<file path="src/rtl/ssc_pkg.sv">
package ssc_pkg;

   localparam int NREG = 37;

   localparam int I_PAD_OUTPUT_ENABLE_0 = 0;
   localparam int I_PAD_OUTPUT_ENABLE_2 = 1;
   localparam int I_SLAVE_ID = 2;
   localparam int I_CLK_RST_SRC = 3;
   localparam int I_SECOND_ID = 4;
   localparam int I_OUT_SRC_SEL = 5;
   localparam int I_IDENT_HI = 6;
   localparam int I_IDENT_MID = 7;
   localparam int I_IDENT_LO = 8;
   localparam int I_PAD_OUT = 9;
   localparam int I_PAD_SEL = 10;
   localparam int I_ALT_ID = 12;
   localparam int I_PUMP_DIV = 13;
   localparam int I_LANE_CTRL = 14;
   localparam int I_LANE_DIS = 15;
   localparam int I_GATE0 = 16;
   localparam int I_MISC = 22;
   localparam int I_SER_CTRL2 = 23;
   localparam int I_ANA_RST = 25;
   localparam int I_REVISION = 26;
   localparam int I_PCLK_POL = 27;
   localparam int I_BIT_WIDTH = 28;
   localparam int I_ID_PIN = 34;
   localparam int I_ID_RESP = 36;
   localparam int NGATE = 5;

   localparam logic [15:0] REG_ADDR [NREG] = '{
      16'h3000, 16'h3002, 16'h3004, 16'h3005, 16'h3006, 16'h3007, 16'h300a, 16'h300b,
      16'h300c, 16'h300d, 16'h3010, 16'h3011, 16'h3012, 16'h3015, 16'h3018, 16'h3019,
      16'h301a, 16'h301b, 16'h301c, 16'h301d, 16'h301e, 16'h3020, 16'h3021, 16'h3022,
      16'h3023, 16'h3024, 16'h302a, 16'h3030, 16'h3031, 16'h3032, 16'h3033, 16'h3034,
      16'h3035, 16'h3036, 16'h3037, 16'h303e, 16'h303f};

   // values after reset, before the functional mask is applied
   localparam logic [7:0] REG_RST [NREG] = '{
      8'h00, 8'h20, 8'h6c, 8'hf0, 8'h42, 8'h00, 8'h00, 8'h00,
      8'h00, 8'h00, 8'h00, 8'h00, 8'h20, 8'h00, 8'h32, 8'h00,
      8'hf0, 8'hd0, 8'hf0, 8'hd0, 8'hf0, 8'h93, 8'h23, 8'h01,
      8'h00, 8'h10, 8'h00, 8'h00, 8'h0a, 8'h80, 8'h24, 8'h00,
      8'h00, 8'h2b, 8'h00, 8'h03, 8'h00};

   // bits that hold a function; all others are stored as zero
   localparam logic [7:0] REG_MASK [NREG] = '{
      8'h20, 8'h0d, 8'hff, 8'h33, 8'hff, 8'hef, 8'h00, 8'h00,
      8'h00, 8'h8f, 8'hdf, 8'h00, 8'hff, 8'h77, 8'hff, 8'hff,
      8'hff, 8'hff, 8'h77, 8'hff, 8'hfc, 8'hf9, 8'h7f, 8'h0f,
      8'h00, 8'h04, 8'h00, 8'h10, 8'h1f, 8'h58, 8'hff, 8'hff,
      8'h0f, 8'h3f, 8'h01, 8'h07, 8'h03};

   // field positions
   localparam int B_FS_SEL_LO = 0;
   localparam int B_LANE_MODE_LO = 5;
   localparam int B_IF_SEL = 4;
   localparam int B_PHY_RST_OPT = 1;
   localparam int B_LANE_DIS_OPT = 0;
   localparam int B_PD_ON_RST = 0;
   localparam int B_FAST_SBY = 4;
   localparam int B_REMOTE_EN = 3;
   localparam int B_REMOTE_SEL = 2;
   localparam int B_PUMP_N_LO = 4;
   localparam int B_PUMP_P_LO = 0;
   localparam int B_ANA_RST = 2;
   localparam int B_PCLK_INV = 4;
   localparam int B_PGM_ID_EN = 0;
   localparam int B_ID2_NACK = 1;
   localparam int B_ID_PIN = 0;

   localparam logic [2:0] PUMP_MAX_CODE = 3'h4;
   localparam logic [4:0] WIDTH_8 = 5'h08;
   localparam logic [4:0] WIDTH_10 = 5'h0a;
   localparam logic [4:0] WIDTH_12 = 5'h0c;

   typedef enum logic [2:0] {
      SBY_RUN = 3'b001,
      SBY_WAIT = 3'b010,
      SBY_HOLD = 3'b100
   } ssc_sby_t;

   typedef struct packed {
      logic serial;
      logic diff;
      logic formatter;
      logic timing;
   } ssc_fsync_src_t;

   typedef struct packed {
      logic [7:0] oen;
      logic [7:0] value;
      logic [7:0] sel;
   } ssc_pad_t;

   typedef struct packed {
      logic use_serial;
      logic [3:0] lanes;
      logic phy_reset;
      logic powerdown;
      logic [7:0] lane_disable;
   } ssc_serial_t;

   typedef struct packed {
      logic [NREG-1:0][7:0] regs;
      logic [7:0] rdata;
      logic [4:0] pump_cnt;
      logic pump_n_tick;
      logic pump_p_tick;
      ssc_sby_t sby;
      logic fsync;
      logic remote_reg_rst;
      logic remote_dig_rst;
      logic remote_suspend;
      ssc_serial_t ser;
      logic [7:0] slave_id;
   } ssc_state_t;

endpackage

</file>
<file path="src/rtl/ssc_regs.sv">
`timescale 1ns/1ps
module ssc_regs
   import ssc_pkg::*;
#(
   parameter logic [7:0] IDENT_HIGH = 8'h5a, // arbitrary value
   parameter logic [7:0] IDENT_MID = 8'h3c,  // arbitrary value
   parameter logic [7:0] IDENT_LOW = 8'h81,  // arbitrary value
   parameter logic [7:0] REVISION = 8'h11    // arbitrary value
) (
   // clock and reset
   input wire logic CLK_IN,
   input wire logic RST_N_IN,
   // register port
   input wire logic [15:0] ADDR_IN,
   input wire logic [7:0] WDATA_IN,
   input wire logic WR_IN,
   input wire logic RD_IN,
   output logic [7:0] RDATA_OUT,
   // sensor events
   input wire logic SYNC_RESET_IN,
   input wire ssc_fsync_src_t FSYNC_SRC_IN,
   input wire logic STANDBY_REQ_IN,
   input wire logic LINE_BLANK_IN,
   input wire logic FRAME_BLANK_IN,
   input wire logic REMOTE_RESET_CMD_IN,
   input wire logic REMOTE_SUSPEND_CMD_IN,
   input wire logic SID_PIN_IN,
   // frame sync and standby
   output logic FSYNC_OUT,
   output logic STANDBY_OUT,
   // remote command results
   output logic REMOTE_REG_RESET_OUT,
   output logic REMOTE_DIGITAL_RESET_OUT,
   output logic REMOTE_SUSPEND_OUT,
   // serial output control
   output ssc_serial_t SERIAL_OUT,
   // pump clock enables
   output logic PUMP_N_TICK_OUT,
   output logic PUMP_P_TICK_OUT,
   // pads
   output ssc_pad_t PAD_OUT,
   // clock gates and resets
   output logic [NGATE-1:0][3:0] CLK_GATE_OUT,
   output logic [NGATE-1:0][3:0] SUB_RESET_OUT,
   output logic ANALOG_RESET_OUT,
   // pixel output format
   output logic PCLK_INVERT_OUT,
   output logic [4:0] PIXEL_WIDTH_OUT,
   output logic PIXEL_WIDTH_VALID_OUT,
   // control bus identity
   output logic [7:0] SLAVE_ID_OUT,
   output logic [7:0] SECOND_ID_OUT,
   output logic SECOND_ID_NACK_OUT
);

   ssc_state_t q, d;

   // one enable pulse every 2^(code+1) cycles; unlisted codes stop the pump
   function automatic logic pump_tick(input logic [2:0] code, input logic [4:0] cnt);
      logic [4:0] m;
      m = 5'h00;
      for (int i = 0; i < 5; i++) begin
         if (i <= int'(code)) begin
            m[i] = 1'b1;
         end
      end
      return (code <= PUMP_MAX_CODE) && ((cnt & m) == m);
   endfunction

   function automatic logic [7:0] reg_reset(input int i);
      return REG_RST[i] & REG_MASK[i];
   endfunction

   logic [7:0] r_lane, r_misc, r_ser2, r_pump, r_sel, r_id_resp, r_width;

   always_comb begin
      r_lane = q.regs[I_LANE_CTRL];
      r_misc = q.regs[I_MISC];
      r_ser2 = q.regs[I_SER_CTRL2];
      r_pump = q.regs[I_PUMP_DIV];
      r_sel = q.regs[I_OUT_SRC_SEL];
      r_id_resp = q.regs[I_ID_RESP];
      r_width = q.regs[I_BIT_WIDTH];
   end

   always_comb begin
      logic hit;
      logic [7:0] rval;
      logic remote_ok;
      hit = 1'b0;
      rval = 8'h00;
      remote_ok = 1'b0;
      d = q;

      // register writes keep only the functional bits
      for (int i = 0; i < NREG; i++) begin
         if (WR_IN && ADDR_IN == REG_ADDR[i]) begin
            d.regs[i] = WDATA_IN & REG_MASK[i];
         end
      end
      // identification bytes are never stored
      d.regs[I_IDENT_HI] = 8'h00;
      d.regs[I_IDENT_MID] = 8'h00;
      d.regs[I_IDENT_LO] = 8'h00;
      d.regs[I_REVISION] = 8'h00;

      // read data stands for exactly the cycle after the strobe
      for (int i = 0; i < NREG; i++) begin
         if (ADDR_IN == REG_ADDR[i]) begin
            hit = 1'b1;
            rval = q.regs[i];
         end
      end
      if (ADDR_IN == REG_ADDR[I_IDENT_HI]) begin
         rval = IDENT_HIGH;
      end
      if (ADDR_IN == REG_ADDR[I_IDENT_MID]) begin
         rval = IDENT_MID;
      end
      if (ADDR_IN == REG_ADDR[I_IDENT_LO]) begin
         rval = IDENT_LOW;
      end
      if (ADDR_IN == REG_ADDR[I_REVISION]) begin
         rval = REVISION;
      end
      d.rdata = (RD_IN && hit) ? rval : 8'h00;

      // pump clock enables from one shared free-running counter
      d.pump_cnt = q.pump_cnt + 5'h01;
      d.pump_n_tick = pump_tick(r_pump[B_PUMP_N_LO +: 3], q.pump_cnt);
      d.pump_p_tick = pump_tick(r_pump[B_PUMP_P_LO +: 3], q.pump_cnt);

      // frame sync source
      case (r_sel[B_FS_SEL_LO +: 2])
         2'h0: d.fsync = FSYNC_SRC_IN.serial;
         2'h1: d.fsync = FSYNC_SRC_IN.diff;
         2'h2: d.fsync = FSYNC_SRC_IN.formatter;
         default: d.fsync = FSYNC_SRC_IN.timing;
      endcase

      // serial output controls
      d.ser.use_serial = r_lane[B_IF_SEL];
      d.ser.lanes = {1'b0, r_lane[B_LANE_MODE_LO +: 3]} + 4'h1;
      d.ser.phy_reset = r_lane[B_PHY_RST_OPT] & SYNC_RESET_IN;
      d.ser.powerdown = r_ser2[B_PD_ON_RST] & SYNC_RESET_IN;
      // manual mask works alone; automatic disable adds all lanes
      d.ser.lane_disable = q.regs[I_LANE_DIS] |
         {8{r_lane[B_LANE_DIS_OPT] & d.ser.powerdown}};

      // software standby entry waits for a blanking interval
      case (q.sby)
         SBY_RUN: begin
            if (STANDBY_REQ_IN) begin
               d.sby = SBY_WAIT;
            end
         end
         SBY_WAIT: begin
            if (!STANDBY_REQ_IN) begin
               d.sby = SBY_RUN;
            end else if (FRAME_BLANK_IN || (r_misc[B_FAST_SBY] && LINE_BLANK_IN)) begin
               d.sby = SBY_HOLD;
            end
         end
         SBY_HOLD: begin
            if (!STANDBY_REQ_IN) begin
               d.sby = SBY_RUN;
            end
         end
         default: d.sby = SBY_RUN;
      endcase

      // remote commands are registered for one cycle, gated by the remote enable bit
      remote_ok = r_misc[B_REMOTE_EN];
      d.remote_reg_rst = remote_ok && REMOTE_RESET_CMD_IN && !r_misc[B_REMOTE_SEL];
      d.remote_dig_rst = remote_ok && REMOTE_RESET_CMD_IN && r_misc[B_REMOTE_SEL];
      d.remote_suspend = remote_ok && REMOTE_SUSPEND_CMD_IN;

      // active slave address: programmed id, else alternate id when the pin or the I_ID_PIN bit is set, else the default
      if (r_id_resp[B_PGM_ID_EN]) begin
         d.slave_id = q.regs[I_SLAVE_ID];
      end else if (SID_PIN_IN || q.regs[I_ID_PIN][B_ID_PIN]) begin
         d.slave_id = q.regs[I_ALT_ID];
      end else begin
         d.slave_id = REG_RST[I_SLAVE_ID];
      end
   end

   always_ff @(posedge CLK_IN) begin
      if (!RST_N_IN) begin
         for (int i = 0; i < NREG; i++) begin
            q.regs[i] <= reg_reset(i);
         end
         q.rdata <= 8'h00;
         q.pump_cnt <= 5'h00;
         q.pump_n_tick <= 1'b0;
         q.pump_p_tick <= 1'b0;
         q.sby <= SBY_RUN;
         q.fsync <= 1'b0;
         q.remote_reg_rst <= 1'b0;
         q.remote_dig_rst <= 1'b0;
         q.remote_suspend <= 1'b0;
         q.ser <= '0;
         q.slave_id <= REG_RST[I_SLAVE_ID];
      end else begin
         q <= d;
      end
   end

   // pixel width decode; unused codes fall back to no valid width
   always_comb begin
      case (r_width[4:0])
         WIDTH_8, WIDTH_10, WIDTH_12: begin
            PIXEL_WIDTH_OUT = r_width[4:0];
            PIXEL_WIDTH_VALID_OUT = 1'b1;
         end
         default: begin
            PIXEL_WIDTH_OUT = r_width[4:0];
            PIXEL_WIDTH_VALID_OUT = 1'b0;
         end
      endcase
   end

   // clock gates in the high nibble, resets in the low nibble
   always_comb begin
      for (int g = 0; g < NGATE; g++) begin
         CLK_GATE_OUT[g] = q.regs[I_GATE0 + g][7:4];
         SUB_RESET_OUT[g] = q.regs[I_GATE0 + g][3:0];
      end
   end

   always_comb begin
      PAD_OUT.oen = q.regs[I_PAD_OUTPUT_ENABLE_2] | q.regs[I_PAD_OUTPUT_ENABLE_0];
      PAD_OUT.value = q.regs[I_PAD_OUT];
      PAD_OUT.sel = q.regs[I_PAD_SEL];
   end

   assign RDATA_OUT = q.rdata;
   assign FSYNC_OUT = q.fsync;
   assign STANDBY_OUT = (q.sby == SBY_HOLD);
   assign REMOTE_REG_RESET_OUT = q.remote_reg_rst;
   assign REMOTE_DIGITAL_RESET_OUT = q.remote_dig_rst;
   assign REMOTE_SUSPEND_OUT = q.remote_suspend;
   assign SERIAL_OUT = q.ser;
   assign PUMP_N_TICK_OUT = q.pump_n_tick;
   assign PUMP_P_TICK_OUT = q.pump_p_tick;
   assign ANALOG_RESET_OUT = q.regs[I_ANA_RST][B_ANA_RST];
   assign PCLK_INVERT_OUT = q.regs[I_PCLK_POL][B_PCLK_INV];
   assign SLAVE_ID_OUT = q.slave_id;
   assign SECOND_ID_OUT = q.regs[I_SECOND_ID];
   assign SECOND_ID_NACK_OUT = r_id_resp[B_ID2_NACK];

endmodule

</file>
<file path="config.mk">
export PLATFORM = sky130hd
export DESIGN_NAME = ssc_regs
export DESIGN_NICKNAME = d
export VERILOG_FILES = /design/src/rtl/ssc_pkg.sv /design/src/rtl/ssc_regs.sv
export SDC_FILE = /design/constraint.sdc
export NUM_CORES = 1
export LEC_CHECK = 0
export CORE_ASPECT_RATIO = 1.2
export CORE_MARGIN = 8
export CORE_UTILIZATION = 55
export DETAILED_ROUTE_END_ITERATION = 8
export DONT_BUFFER_PORTS = 1
export PLACE_DENSITY = 0.7
export SETUP_SLACK_MARGIN = 0.5
export SLEW_MARGIN = 20
export SYNTH_ARGS = -nofsm -noshare
export SYNTH_HDL_FRONTEND = slang
export SYNTH_SLANG_ARGS = --single-unit
</file>
<file path="constraint.sdc">
create_clock -name CLK_IN -period 4.1 [get_ports CLK_IN]
set_clock_uncertainty 0.15 [all_clocks]
set_input_delay 0.82 -clock CLK_IN [delete_from_list [all_inputs] [get_ports CLK_IN]]
set_output_delay 0.82 -clock CLK_IN [all_outputs]
set_load 0.02 [all_outputs]
</file>
## Yosys cells after proc, flatten, opt, wreduce, memory -nomap -nowiden

Cells that the tools add are included.

- Input bits: 39
- Output and inout port bits: 119
- Register bits: 213
- Logic and storage cells: 260

- Reduce and logical (&&, ||, !) cells: 49
- $add $sub $neg: 2
- Mux-type cells: 91
- Equality and inequality tests: 50
- Order comparisons: 10
- Bitwise gates (word level): 9

Operators by type and width:

| kind | number |
|---|---|
| == test 16 x 14 -> 1 bit (second input constant) | 37 |
| 2-to-1 mux 8 bit | 37 |
| 2-to-1 mux 1 bit | 46 |
| logical AND 1 bit | 39 |
| == test 5 x 4 -> 1 bit (second input constant) | 3 |
| less-or-equal comparator 2 x 3 -> 1 bit (first input constant) | 4 |
| 2-to-1 mux 3 bit | 4 |
| bitwise AND 5 bit | 2 |
| == test 5 bit | 2 |
| case mux 3 bit (3 select lines) | 1 |
| bitwise OR 8 bit | 1 |
| less-or-equal comparator 1 x 3 -> 1 bit (first input constant) | 2 |
| less-or-equal comparator 3 bit (first input constant) | 2 |
| less-or-equal comparator 3 bit (second input constant) | 2 |
| 2-to-1 mux 6 bit | 1 |
| bitwise OR 4 x 6 -> 6 bit | 1 |
| OR reduction 3 bit | 2 |
| adder 5 x 1 -> 5 bit (second input constant) | 1 |
| 2-to-1 mux 5 bit | 1 |
| OR reduction 5 bit | 1 |
| adder 3 x 1 -> 4 bit (second input constant) | 1 |
| inequality test 2 bit (second input constant) | 2 |
| OR reduction 4 bit | 1 |
| bitwise AND 1 bit | 3 |
| other kinds (13) | 15 |

## Depth between registers and ports, before layout

Gate-level depths: netlist of the first run.

- Depth after elaboration: 41
- Mapped depth: 12
- Gate-level depth less buffers: 8

## Least setup slack after synthesis of the first run

Ideal clock, no wire load.

- Kind: input-to-reg
- Start point: input port ADDR_IN[9]
- End point: register q (netlist bit RDATA_OUT[3])
- Data arrival time: 2.927 ns
- Path buffers: 1
- Cell stages on the path: 9
- Library setup time: 0.074 ns
- Path slack: 0.948 ns
- Path through: or4_4 > or4_1 > buf_2 > a221oi_2 > a311oi_1 > or4_1 > nand4_1 > o221ai_2 > a31oi_2

- Cells in the longest elaborated chain, start to end: 41

Ends and longest elaborated chain:

| item | RTL line | source |
|---|---|---|
| start: declaration | ssc_regs.sv:14 | `input wire logic [15:0] ADDR_IN,` |
| == test 16 x 14 -> 1 bit | ssc_regs.sv:109 | `if (ADDR_IN == REG_ADDR[i]) begin` |
| 2-to-1 mux 1 bit (37 in series) | ssc_regs.sv:109 |  |
| logical AND 1 bit | ssc_regs.sv:126 | `d.rdata = (RD_IN && hit) ? rval : 8'h00;` |
| NOT 1 bit (no line) | -- |  |
| OR reduction 4 bit (no line) | -- |  |
| end: declaration | ssc_regs.sv:56 | `ssc_state_t q, d;` |

Parallel ways exist; a longest one is shown, timed or not.
A chain may end at the register's enable or synchronous reset.

## Worst setup path in the final report of the first run

- Start point: input port ADDR_IN[9]
- End point: register q (netlist bit RDATA_OUT[5])

The elaborated chain is that of the path after synthesis.

==> results of run 1 <==
## cell type report
class                      count  area, um^2  share of cell area (%)
clock buffer                  32         669                    5.81
multi-input combinational   1008        5950                    51.6
antenna                        1        2.50                  0.0217
sequential                   213        4260                    37.0
clock inverter                 7        43.8                   0.380
inverter                      12        45.0                   0.391
timing repair buffer          28         210                    1.82
tap                          270         338                    2.93
## cells in the final DEF (no fill, tap or decap), drive strengths merged, types with 6 or more instances in the layout
cell and count:
a21boi 83, a31oi 7, a211oi 12, nand2b 6
clkbuf 32, nand4 9, o21a 9, a221oi 10
or3 10, nor2 60, o21ai 41, a22oi 10
or4 6, and3 11, mux2i 66, buf 28
nand2 274, and2 17, nor4 15, nor3 36
conb 12, a21oi 50, a211o 8, nor3b 8
nor2b 57, o211ai 7, o22ai 8, nand3 95
inv 12, dfxtp 213
## what timing repair did
action	in CTS	in global routing
resized for setup	0	1
setup endpoints to repair	0	1
hold buffers	0	0
## state kept, by name (all words and copies together) (netlist names), 6 cells and up
signal / count
q: 79
CLK_GATE_OUT: 19
SUB_RESET_OUT: 17
SERIAL_OUT: 15
PAD_OUT: 12
RDATA_OUT: 8
SECOND_ID_OUT: 8
SLAVE_ID_OUT: 8
r_lane: 8
r_misc: 7
r_sel: 7
r_pump: 6
## where the power goes
part | total (mW) | leakage, nW | internal (mW) | switching, mW
registers | 2.09 | 1.72 | 2.08 | 0.0148
clock network | 1.99 | 0.350 | 1.13 | 0.854
logic | 0.156 | 2.02 | 0.0627 | 0.0928
total | 4.24 | 4.09 | 3.27 | 0.962
## cells by family after synthesis
logic type	Yosys count	synth area share, %
buf+inv	222	11.2
other cells	1	0.0328
simple gates	631	27.2
flops	213	37.3
fa+ha+maj	2	0.219
compound gates	288	17.5
mux	69	6.17
xor+xnor	6	0.459
## metrics by stage
step / setup slack [ns] / hold slack [ns] / instances / cell area, um^2
2_1_floorplan: 0.948 / 0.276 / 1443 / 11500
3_3_place_gp: 0.327 / 0.295 / 1531 / 10800
3_5_place_dp: 0.281 / 0.306 / 1531 / 10800
4_1_cts: 0.784 / 0.236 / 1570 / 11500
5_1_grt: 0.650 / 0.244 / 1570 / 11500
6_report: 0.787 / 0.258 / 1571 / 11500
## layer usage
| layer | vias to the layer above | GRT usage (%) | wire length [um] |
|---|---|---|---|
| li1 | 4591 | - | - |
| met1 | 4862 | 37.1 | 15500 |
| met2 | 491 | 47.4 | 18500 |
| met3 | 109 | 5.57 | 3870 |
| met4 | 0 | 13.7 | 1800 |
| met5 | - | 0 | 0 |
## worst max path at each step
stage | to | slack (ns) | cells after the start
global placement | RDATA_OUT[5]$_SDFF_PP0_ | 0.33 | 9
global route | RDATA_OUT[5]$_SDFF_PP0_ | 0.65 | 9
floorplan | RDATA_OUT[3]$_SDFF_PP0_ | 0.95 | 9
CTS | RDATA_OUT[5]$_SDFF_PP0_ | 0.78 | 9
finish | RDATA_OUT[5]$_SDFF_PP0_ | 0.79 | 9
detailed placement | RDATA_OUT[5]$_SDFF_PP0_ | 0.28 | 9
==> summary.txt, run 1 <==
Outcome: completed
R2R Path Start: q[50]$_SDFFE_PN0P_
Setup tns final: 0 ns
Max stage delay on crit path: 0.62 ns
Power density over the cells: 367 nW/um^2
Hold Vio Cnt, Final: 0
Clk pin slew, worst setup/hold paths: 0.06 ns
Worst-path fanout max: 12
Hold Path Origin: RST_N_IN
Die ar.: 25,700 um^2
Area growth from synthesis to layout: 0.711%
First-pass GRT wire length: 59,000 um
HP Class: in2reg
Final Power: 4.24 mW
Yosys warns: 0
Most frequent cell after synthesis: nand2_1
Type of origin of the critical path: input pin
Fin crit share: 80.8%
Port Buf Inserts: 0
Routed wire length: 39,600 um
Worst Tran Pin Value: 0.902 ns
Share of layout cells above drive strength 1: 6.69%
CTS buffer count: 22
RSZ-0062 raised after global routing: no
Slowest CP cell: a2111oi_1
Synth top cells by count: nand2_1, dfxtp_1, buf_4, nand3_1, a21boi_0
NumNets Final: 1,326
Synth area leaders: dfxtp_1, nand2_1, buf_4, mux2i_1, a21boi_0
DR pass1 iterations: 5
Antenna violations before repair: 0
Reg2reg setup slack: 0.97 ns
GPL Wtd Cong: 0.971
Achievable frequency: 302 MHz
Mean Syn Cell Area: 7.99 um^2
Core Rows: 58
Vias in the first global route: 9,564
Final setup violation count: 0
Hold Path Stages: 1
WS Path Type: in2reg
CP Data Required Time: 4.40 ns
Grt ovf: 0
Post-synth EDFFs: 0
Clock buffer depth: 3
Root Driver: clkbuf_16
Top cell by count, worst path: nor3_1
Synth Instances: 1,432
Netlist cell types: 82
DR WL/cell: 25.2 um
Remaining DRCs: 0
WP data arrival: 3.61 ns
P_leak: 4.09 nW
Netlist Area Pre-Place: 11,400 um^2
DR vias: 10,053
Max-Cap Viols: 0
Cell Chain, Critical Path: nor4_2 -> buf_4 -> nand2_1 -> nor3_1 -> a211o_1 -> nor3_1 -> a2111oi_1 -> o21ai_0 -> a21oi_1
CTS tree: built
Post-route minimum period: 3.31 ns
#FFs+latches synth: 213
CORE AREA: 20,700 um^2
Post-CTS setup buffer count: 0
Routed Antenna Nets: 0
Ys async rst share: 0%
Slew Limit Fails: 0
CP delay by family, top: compound AO/OA/AOI/OAI gates
Reg-to-Reg End: RDATA_OUT[5]$_SDFF_PP0_
Die Height: 174 um
Starting Density: 55.3%
GRT Overall Usage: 29.4%
Share of the synthesized area in the top cell type: 37.3%
H-tree Lvls: 1
Hpwl dp: 27,300 um
Largest net degree at the start of global routing: 206
Final core occ: 55.7%
Clock Latency Late Sink: 0.52 ns
Rel. slew slack: 39.3%
# clock sinks: 213
Sequential element share of the synthesized area: 37.3%
Crit path launch: ADDR_IN[9]
Vias/cell: 6.40
Initial DRC Count: 1,199
Io pins: 158
Maximum VDD drop: 0.389 mV
Die Wd: 148 um
Ys flop type: dfxtp_1
Reg2Reg Depth: 8
Worst Setup End Kind: register
Fill cells: 1,963
Min-Delay Endpoint: q[73]$_SDFFE_PN1P_
Yosys top cell by area: dfxtp_1
CP Buf/Inv Count: 1
No activity file was read; power rests on OpenSTA's default activity.
==> run 2: changes to the inputs <==
==> constraint.sdc (replaced) <==
create_clock -name CLK_IN -period 3.2 [get_ports CLK_IN]
set_clock_uncertainty 0.15 [all_clocks]
set_input_delay 0.64 -clock CLK_IN [delete_from_list [all_inputs] [get_ports CLK_IN]]
set_output_delay 0.64 -clock CLK_IN [all_outputs]
set_load 0.02 [all_outputs]
==> run 2 against run 1 <==
Against the previous run: sequential cell count is the same; clock power grew 37%; global-route usage grew 0.68 points; combinational power grew 41%; power grew 33%; wire length grew 1.5%; die area is the same; utilization grew 2.2 points; largest power group is now the clock network; sequential power grew 28%; critical path type is now reg2reg.
==> summary.txt, run 2 (synthesized netlist as in run 1, its figures left out) <==
Outcome: completed (unchanged)
Post-route minimum period: 2.71 ns
Die Wd: 148 um (unchanged)
Global routing usage on met3: 5.85% (was 5.57%)
Biggest register: q (unchanged)
GPL Wtd Cong: 0.997 (was 0.971)
Placed cell area: 11,200 um^2 (was 10,800 um^2)
Hold Path Origin: RST_N_IN (unchanged)
Hold Vio Cnt, Final: 0 (unchanged)
Reg2Reg Depth: 9 (was 8)
CP Data Required Time: 3.49 ns (was 4.40 ns)
Antenna violations before repair: 0 (unchanged)
Starting Density: 55.3% (unchanged)
NumNets Final: 1,369 (was 1,326)
CP Buf/Inv Count: 1 (unchanged)
CORE AREA: 20,700 um^2 (unchanged)
RSZ-0062 raised after global routing: yes (was no)
HP Class: in2reg (unchanged)
Root Driver: clkbuf_16 (unchanged)
GRT met1 Usage: 37.1% (about the same)
Most common cell after layout, fill and taps aside: nand2_1 (unchanged)
DR WL/cell: 24.9 um (was 25.2 um)
Maximum VDD drop: 0.421 mV (was 0.389 mV)
Worst Setup End Kind: register (unchanged)
Slew Limit Fails: 0 (unchanged)
Vias in the first global route: 9,870 (was 9,564)
Hold Path Stages: 1 (unchanged)
Max-Cap Viols: 0 (unchanged)
DR pass1 iterations: 5 (unchanged)
Power density over the cells: 469 nW/um^2 (was 367 nW/um^2)
WP data arrival: 3.00 ns (was 3.61 ns)
Fill cells: 1,951 (was 1,963)
Worst Tran Pin Value: 0.672 ns (was 0.902 ns)
Most frequent cells in the layout: nand2_1, dfxtp_1, nand3_1 (unchanged)
Design area: 12,000 um^2 (was 11,500 um^2)
CP delay by family, top: compound AO/OA/AOI/OAI gates (unchanged)
Global routing's busiest layer: met2 (unchanged)
Io pins: 158 (unchanged)
Type of origin of the critical path: register (was input pin)
# clock sinks: 213 (unchanged)
Reg2reg setup slack: 0.49 ns (was 0.97 ns)
Hpwl dp: 28,600 um (was 27,300 um)
Achievable frequency: 369 MHz
Remaining DRCs: 0 (unchanged)
Die Height: 174 um (unchanged)
Met2 Use GR: 49.4% (was 47.4%)
Fin crit share: 84.8%
Routed wire length: 40,200 um (was 39,600 um)
H-tree Lvls: 1 (unchanged)
Grt ovf: 0 (unchanged)
Final Power: 5.62 mW (was 4.24 mW)
CTS tree: built (unchanged)
R2R Path Start: q[50]$_SDFFE_PN0P_ (unchanged)
Reg-to-Reg End: RDATA_OUT[5]$_SDFF_PP0_ (unchanged)
Min-Delay Endpoint: q[310]$_SDFFE_PN1P_ (was q[73]$_SDFFE_PN1P_)
Cell Chain, Critical Path: or4b_2 -> o311ai_0 -> a32oi_1 -> nor2_1 -> nor3_1 -> a2111oi_2 -> buf_4 -> o21ai_0 -> a21oi_1 (was nor4_2 -> buf_4 -> nand2_1 -> nor3_1 -> a211o_1 -> nor3_1 -> a2111oi_1 -> o21ai_0 -> a21oi_1)
Clk pin slew, worst setup/hold paths: 0.07 ns (was 0.06 ns)
Max FFs per register: 79 (unchanged)
Port Buf Inserts: 0 (unchanged)
First-pass GRT wire length: 60,600 um (was 59,000 um)
DR vias: 10,187 (was 10,053)
Initial DRC Count: 925 (was 1,199)
GRT Overall Usage: 30.0% (was 29.4%)
Clock Latency Late Sink: 0.51 ns (was 0.52 ns)
Area growth from synthesis to layout: 4.71% (was 0.711%)
Share of layout cells above drive strength 1: 10.6% (was 6.69%)
CTS Hold Buffers Added: 0 (unchanged)
Core Rows: 58 (unchanged)
CTS buffer count: 22 (unchanged)
Routed Antenna Nets: 0 (unchanged)
WS Path Type: reg2reg (was in2reg)
Largest net degree at the start of global routing: 206 (unchanged)
Inserted Diodes: 0 (was 1)
Die ar.: 25,700 um^2 (unchanged)
Clock buffer depth: 3 (unchanged)
Vias/cell: 6.31 (was 6.40)
Worst-path fanout max: 2 (was 12)
Slowest CP cell: or4b_2 (was a2111oi_1)
P_leak: 4.36 nW (was 4.09 nW)
Final core occ: 57.9% (was 55.7%)
Rel. slew slack: 55.1% (was 39.3%)
Max stage delay on crit path: 0.58 ns (was 0.62 ns)
Final setup violation count: 0 (unchanged)
-- run 2: cell types whose count changed in the layout (fill, tap and decap cells not counted), sizes merged --
cell / before / now
buf: 28 / 71
bufinv: 0 / 3
clkbuf: 32 / 31
clkinvlp: 2 / 1
diode: 1 / 0
-- run 2: repair_timing --
item,4_1_cts,5_1_grt
buffers inserted,0,1
pin swaps,0,3
gates resized for setup,4,6
setup endpoints to repair,3,7
-- run 2: area by class of cell --
class	instances	area [um^2]	area share, %
clock buffers	31	636	5.30
well taps	270	338	2.82
inverters	12	45.0	0.376
flip-flops and latches	213	4260	35.6
clock inverters	9	123	1.02
repair buffers	71	533	4.45
multi-input cells	1008	6040	50.4
-- run 2: worst max-delay path by stage --
stage / slack (ns) / from / depth (start not counted) / end
after CTS: 0.45 / q[50]$_SDFFE_PN0P_ / 9 / RDATA_OUT[5]$_SDFF_PP0_
after detailed placement: -0.29 / ADDR_IN[0] / 9 / RDATA_OUT[5]$_SDFF_PP0_
final: 0.49 / q[50]$_SDFFE_PN0P_ / 9 / RDATA_OUT[5]$_SDFF_PP0_
after floorplan: 0.23 / ADDR_IN[9] / 9 / RDATA_OUT[3]$_SDFF_PP0_
after global placement: -0.40 / ADDR_IN[5] / 10 / RDATA_OUT[5]$_SDFF_PP0_
after global routing: 0.45 / q[50]$_SDFFE_PN0P_ / 9 / RDATA_OUT[5]$_SDFF_PP0_
-- run 2: where the power goes --
group / switching (mW) / internal, mW
combinational: 0.126 / 0.0940
sequential: 0.0193 / 2.66
clock: 1.09 / 1.63
total: 1.24 / 4.38
-- run 2: per-stage QoR --
step                      instances  hold WS (ns)  TNS, ns  setup WS [ns]
after floorplan                1443         0.276        0          0.228
after global placement         1573         0.294   -0.493         -0.397
after detailed placement       1573         0.305   -0.396         -0.289
after CTS                      1613        0.0556        0          0.452
after global routing           1614        0.0605        0          0.447
final                          1614        0.0621        0          0.487
-- run 2: routing by layer --
| layer | share of wire (%) | wire, um |
|---|---|---|
| met4 | 4.8 | 1940 |
| met3 | 8.6 | 3450 |
| met1 | 39 | 15900 |
| met5 | 0 | 0 |
| met2 | 47 | 19000 |
==> run 3: changes to the inputs <==
--- a/config.mk
+++ b/config.mk
@@ -10,7 +10,7 @@
 export CORE_UTILIZATION = 55
 export DETAILED_ROUTE_END_ITERATION = 8
 export DONT_BUFFER_PORTS = 1
-export PLACE_DENSITY = 0.7
+export PLACE_DENSITY = 0.73
 export SETUP_SLACK_MARGIN = 0.5
 export SLEW_MARGIN = 20
 export SYNTH_ARGS = -nofsm -noshare
==> constraint.sdc (replaced) <==
create_clock -name CLK_IN -period 2.4 [get_ports CLK_IN]
set_clock_uncertainty 0.15 [all_clocks]
set_input_delay 0.48 -clock CLK_IN [delete_from_list [all_inputs] [get_ports CLK_IN]]
set_output_delay 0.48 -clock CLK_IN [all_outputs]
set_load 0.02 [all_outputs]
==> run 3 against run 2 <==
Against the previous run: the flow now finishes with violations (negative hold slack, negative setup slack); global-route usage is 3.3 points higher; sequential share of layout area is 5.4 points lower; combinational power is 130% higher.
==> summary.txt, run 3 (synthesized netlist as in run 1, its figures left out) <==
Place WS: -0.873 ns (was -0.289 ns)
DR vias: 11,204 (was 10,187)
Max stage delay on crit path: 0.55 ns (was 0.58 ns)
Vias/cell: 6.31 (about the same)
Die ar.: 25,700 um^2 (unchanged)
GPL Wtd Cong: 1.03 (was 0.997)
Worst-path fanout max: 3 (was 2)
Max FFs per register: 79 (unchanged)
Inserted Diodes: 0 (unchanged)
Power density over the cells: 541 nW/um^2 (was 469 nW/um^2)
Clock buffer depth: 3 (unchanged)
DP Cell Count: 1,678 (was 1,573)
CORE AREA: 20,700 um^2 (unchanged)
Initial DRC Count: 1,219 (was 925)
Area growth from synthesis to layout: 24.1% (was 4.71%)
# clock sinks: 213 (unchanged)
H-tree Lvls: 1 (unchanged)
Biggest register: q (unchanged)
Failing checks: negative hold slack, negative setup slack
Die Wd: 148 um (unchanged)
Type of origin of the critical path: input pin (was register)
CTS tree: built (unchanged)
Most frequent cells in the layout: nand2_1, dfxtp_1, buf_4 (was nand2_1, dfxtp_1, nand3_1)
DR pass1 iterations: 5 (unchanged)
GRT Overall Usage: 33.4% (was 30.0%)
First-pass GRT wire length: 66,300 um (was 60,600 um)
Post-route minimum period: 2.45 ns
Hold Vio Cnt, Final: 40 (was 0)
NumNets Final: 1,533 (was 1,369)
Storage cell area: 4280 um^2 (was 4260 um^2)
DR WL/cell: 25.3 um (was 24.9 um)
CP Buf/Inv Count: 0 (was 1)
Most common cell after layout, fill and taps aside: nand2_1 (unchanged)
Rel. slew slack: 16.6% (was 55.1%)
Clk pin slew, worst setup/hold paths: 0.07 ns (about the same)
CP delay by family, top: simple AND/OR/NAND/NOR gates (was compound AO/OA/AOI/OAI gates)
Share of layout cells above drive strength 1: 25.7% (was 10.6%)
CTS buffer count: 22 (unchanged)
Final Power: 7.68 mW (was 5.62 mW)
Outcome: finished, violations left (was completed)
Slew Limit Fails: 0 (unchanged)
Die Height: 174 um (unchanged)
Achievable frequency: 409 MHz
Largest net degree at the start of global routing: 206 (unchanged)
P_leak: 5.58 nW (was 4.36 nW)
Routed wire length: 44,900 um (was 40,200 um)
RSZ-0062 raised after global routing: yes (unchanged)
Root Driver: clkbuf_16 (unchanged)
Footprint of the multi-input gates: 6730 um^2 (was 6040 um^2)
Fin crit share: 102%
Top cell by count, worst path: or4_4
Design area: 14,200 um^2 (was 12,000 um^2)
Hold slack: -0.103 ns (was 0.0621 ns)
Io pins: 158 (unchanged)
Maximum VDD drop: 0.708 mV (was 0.421 mV)
Vias in the first global route: 10,655 (was 9,870)
Fill cells: 1,665 (was 1,951)
Starting Density: 55.3% (unchanged)
Placed cell area: 12,400 um^2 (was 11,200 um^2)
Routed Antenna Nets: 0 (unchanged)
Grt ovf: 0 (unchanged)
HP Class: in2reg (unchanged)
Cell Chain, Critical Path: or4_4 -> or4_4 -> a221oi_4 -> a311oi_2 -> or4_4 -> nand4_1 -> o221ai_2 -> a31oi_2 (was or4b_2 -> o311ai_0 -> a32oi_1 -> nor2_1 -> nor3_1 -> a2111oi_2 -> buf_4 -> o21ai_0 -> a21oi_1)
Port Buf Inserts: 0 (unchanged)
Hpwl dp: 29,600 um (was 28,600 um)
CP Data Required Time: 2.70 ns (was 3.49 ns)
Worst Slack Setup Final: -0.0475 ns (was 0.487 ns)
Worst Setup End Kind: register (unchanged)
WS Path Type: in2reg (was reg2reg)
Slowest CP cell: or4_4 (was or4b_2)
Non-Filler Instances: 1,777 (was 1,614)
Clock Latency Late Sink: 0.51 ns (about the same)
Worst Tran Pin Value: 1.25 ns (was 0.672 ns)
WP data arrival: 2.75 ns (was 3.00 ns)
Antenna violations before repair: 1 (was 0)
Max-Cap Viols: 0 (unchanged)
Remaining DRCs: 0 (unchanged)
Final setup violation count: 2 (was 0)
Core Rows: 58 (unchanged)
[run 3: report_power, final]
group | switching, mW | total [mW] | internal [mW] | leakage, nW
Sequential | 0.0262 | 3.57 | 3.55 | 1.72
Combinational | 0.297 | 0.514 | 0.217 | 3.49
Clock | 1.47 | 3.59 | 2.12 | 0.365
[run 3: final timing paths]
kind | start | endpoint | slack [ns] | cells after the start
max | ADDR_IN[9] | RDATA_OUT[3]$_SDFF_PP0_ | -0.05 | 8
min | RST_N_IN | q[325]$_SDFFE_PN1P_ | -0.10 | 1
max reg2reg | q[64]$_SDFFE_PN1P_ | RDATA_OUT[3]$_SDFF_PP0_ | 0.02 | 8
min reg2reg | r_sel[2]$_SDFFE_PN0P_ | r_sel[2]$_SDFFE_PN0P_ | 0.31 | 2
[run 3: metal layers]
layer  vias up  wire [um]  GRT usage (%)
li1       5026          -              -
met4         2       2570           18.7
met3       157       4110           5.91
met1      5407      17000           40.9
met5         -         10              0
met2       612      21200           54.3
[run 3: cell type report]
class,instances,area share [%]
Clock buffer,32,4.64
Clock inverter,7,0.661
Timing Repair Buffer,235,14.4
Inverter,12,0.317
Sequential cell,213,30.2
Multi-Input combinational cell,1008,47.4
Tap cell,270,2.38
[run 3: metrics by stage]
| step | TNS, ns | utilization, % |
|---|---|---|
| 3_5_place_dp | -6.79 | 59.8 |
| 2_1_floorplan | -2.07 | - |
| 6_report | -0.0640 | 68.7 |
| 4_1_cts | -0.0218 | 66.8 |
| 3_3_place_gp | -7.00 | 59.8 |
| 5_1_grt | -0.233 | 68.7 |
[run 3: timing repair]
item                                    in CTS  in global routing
endpoints found under the setup margin      33                 63
buffers inserted                             4                 13
hold endpoints to repair                   197                 94
hold buffers                                41                  2
gates resized for setup                     46                 74
pin swaps                                   14                 43
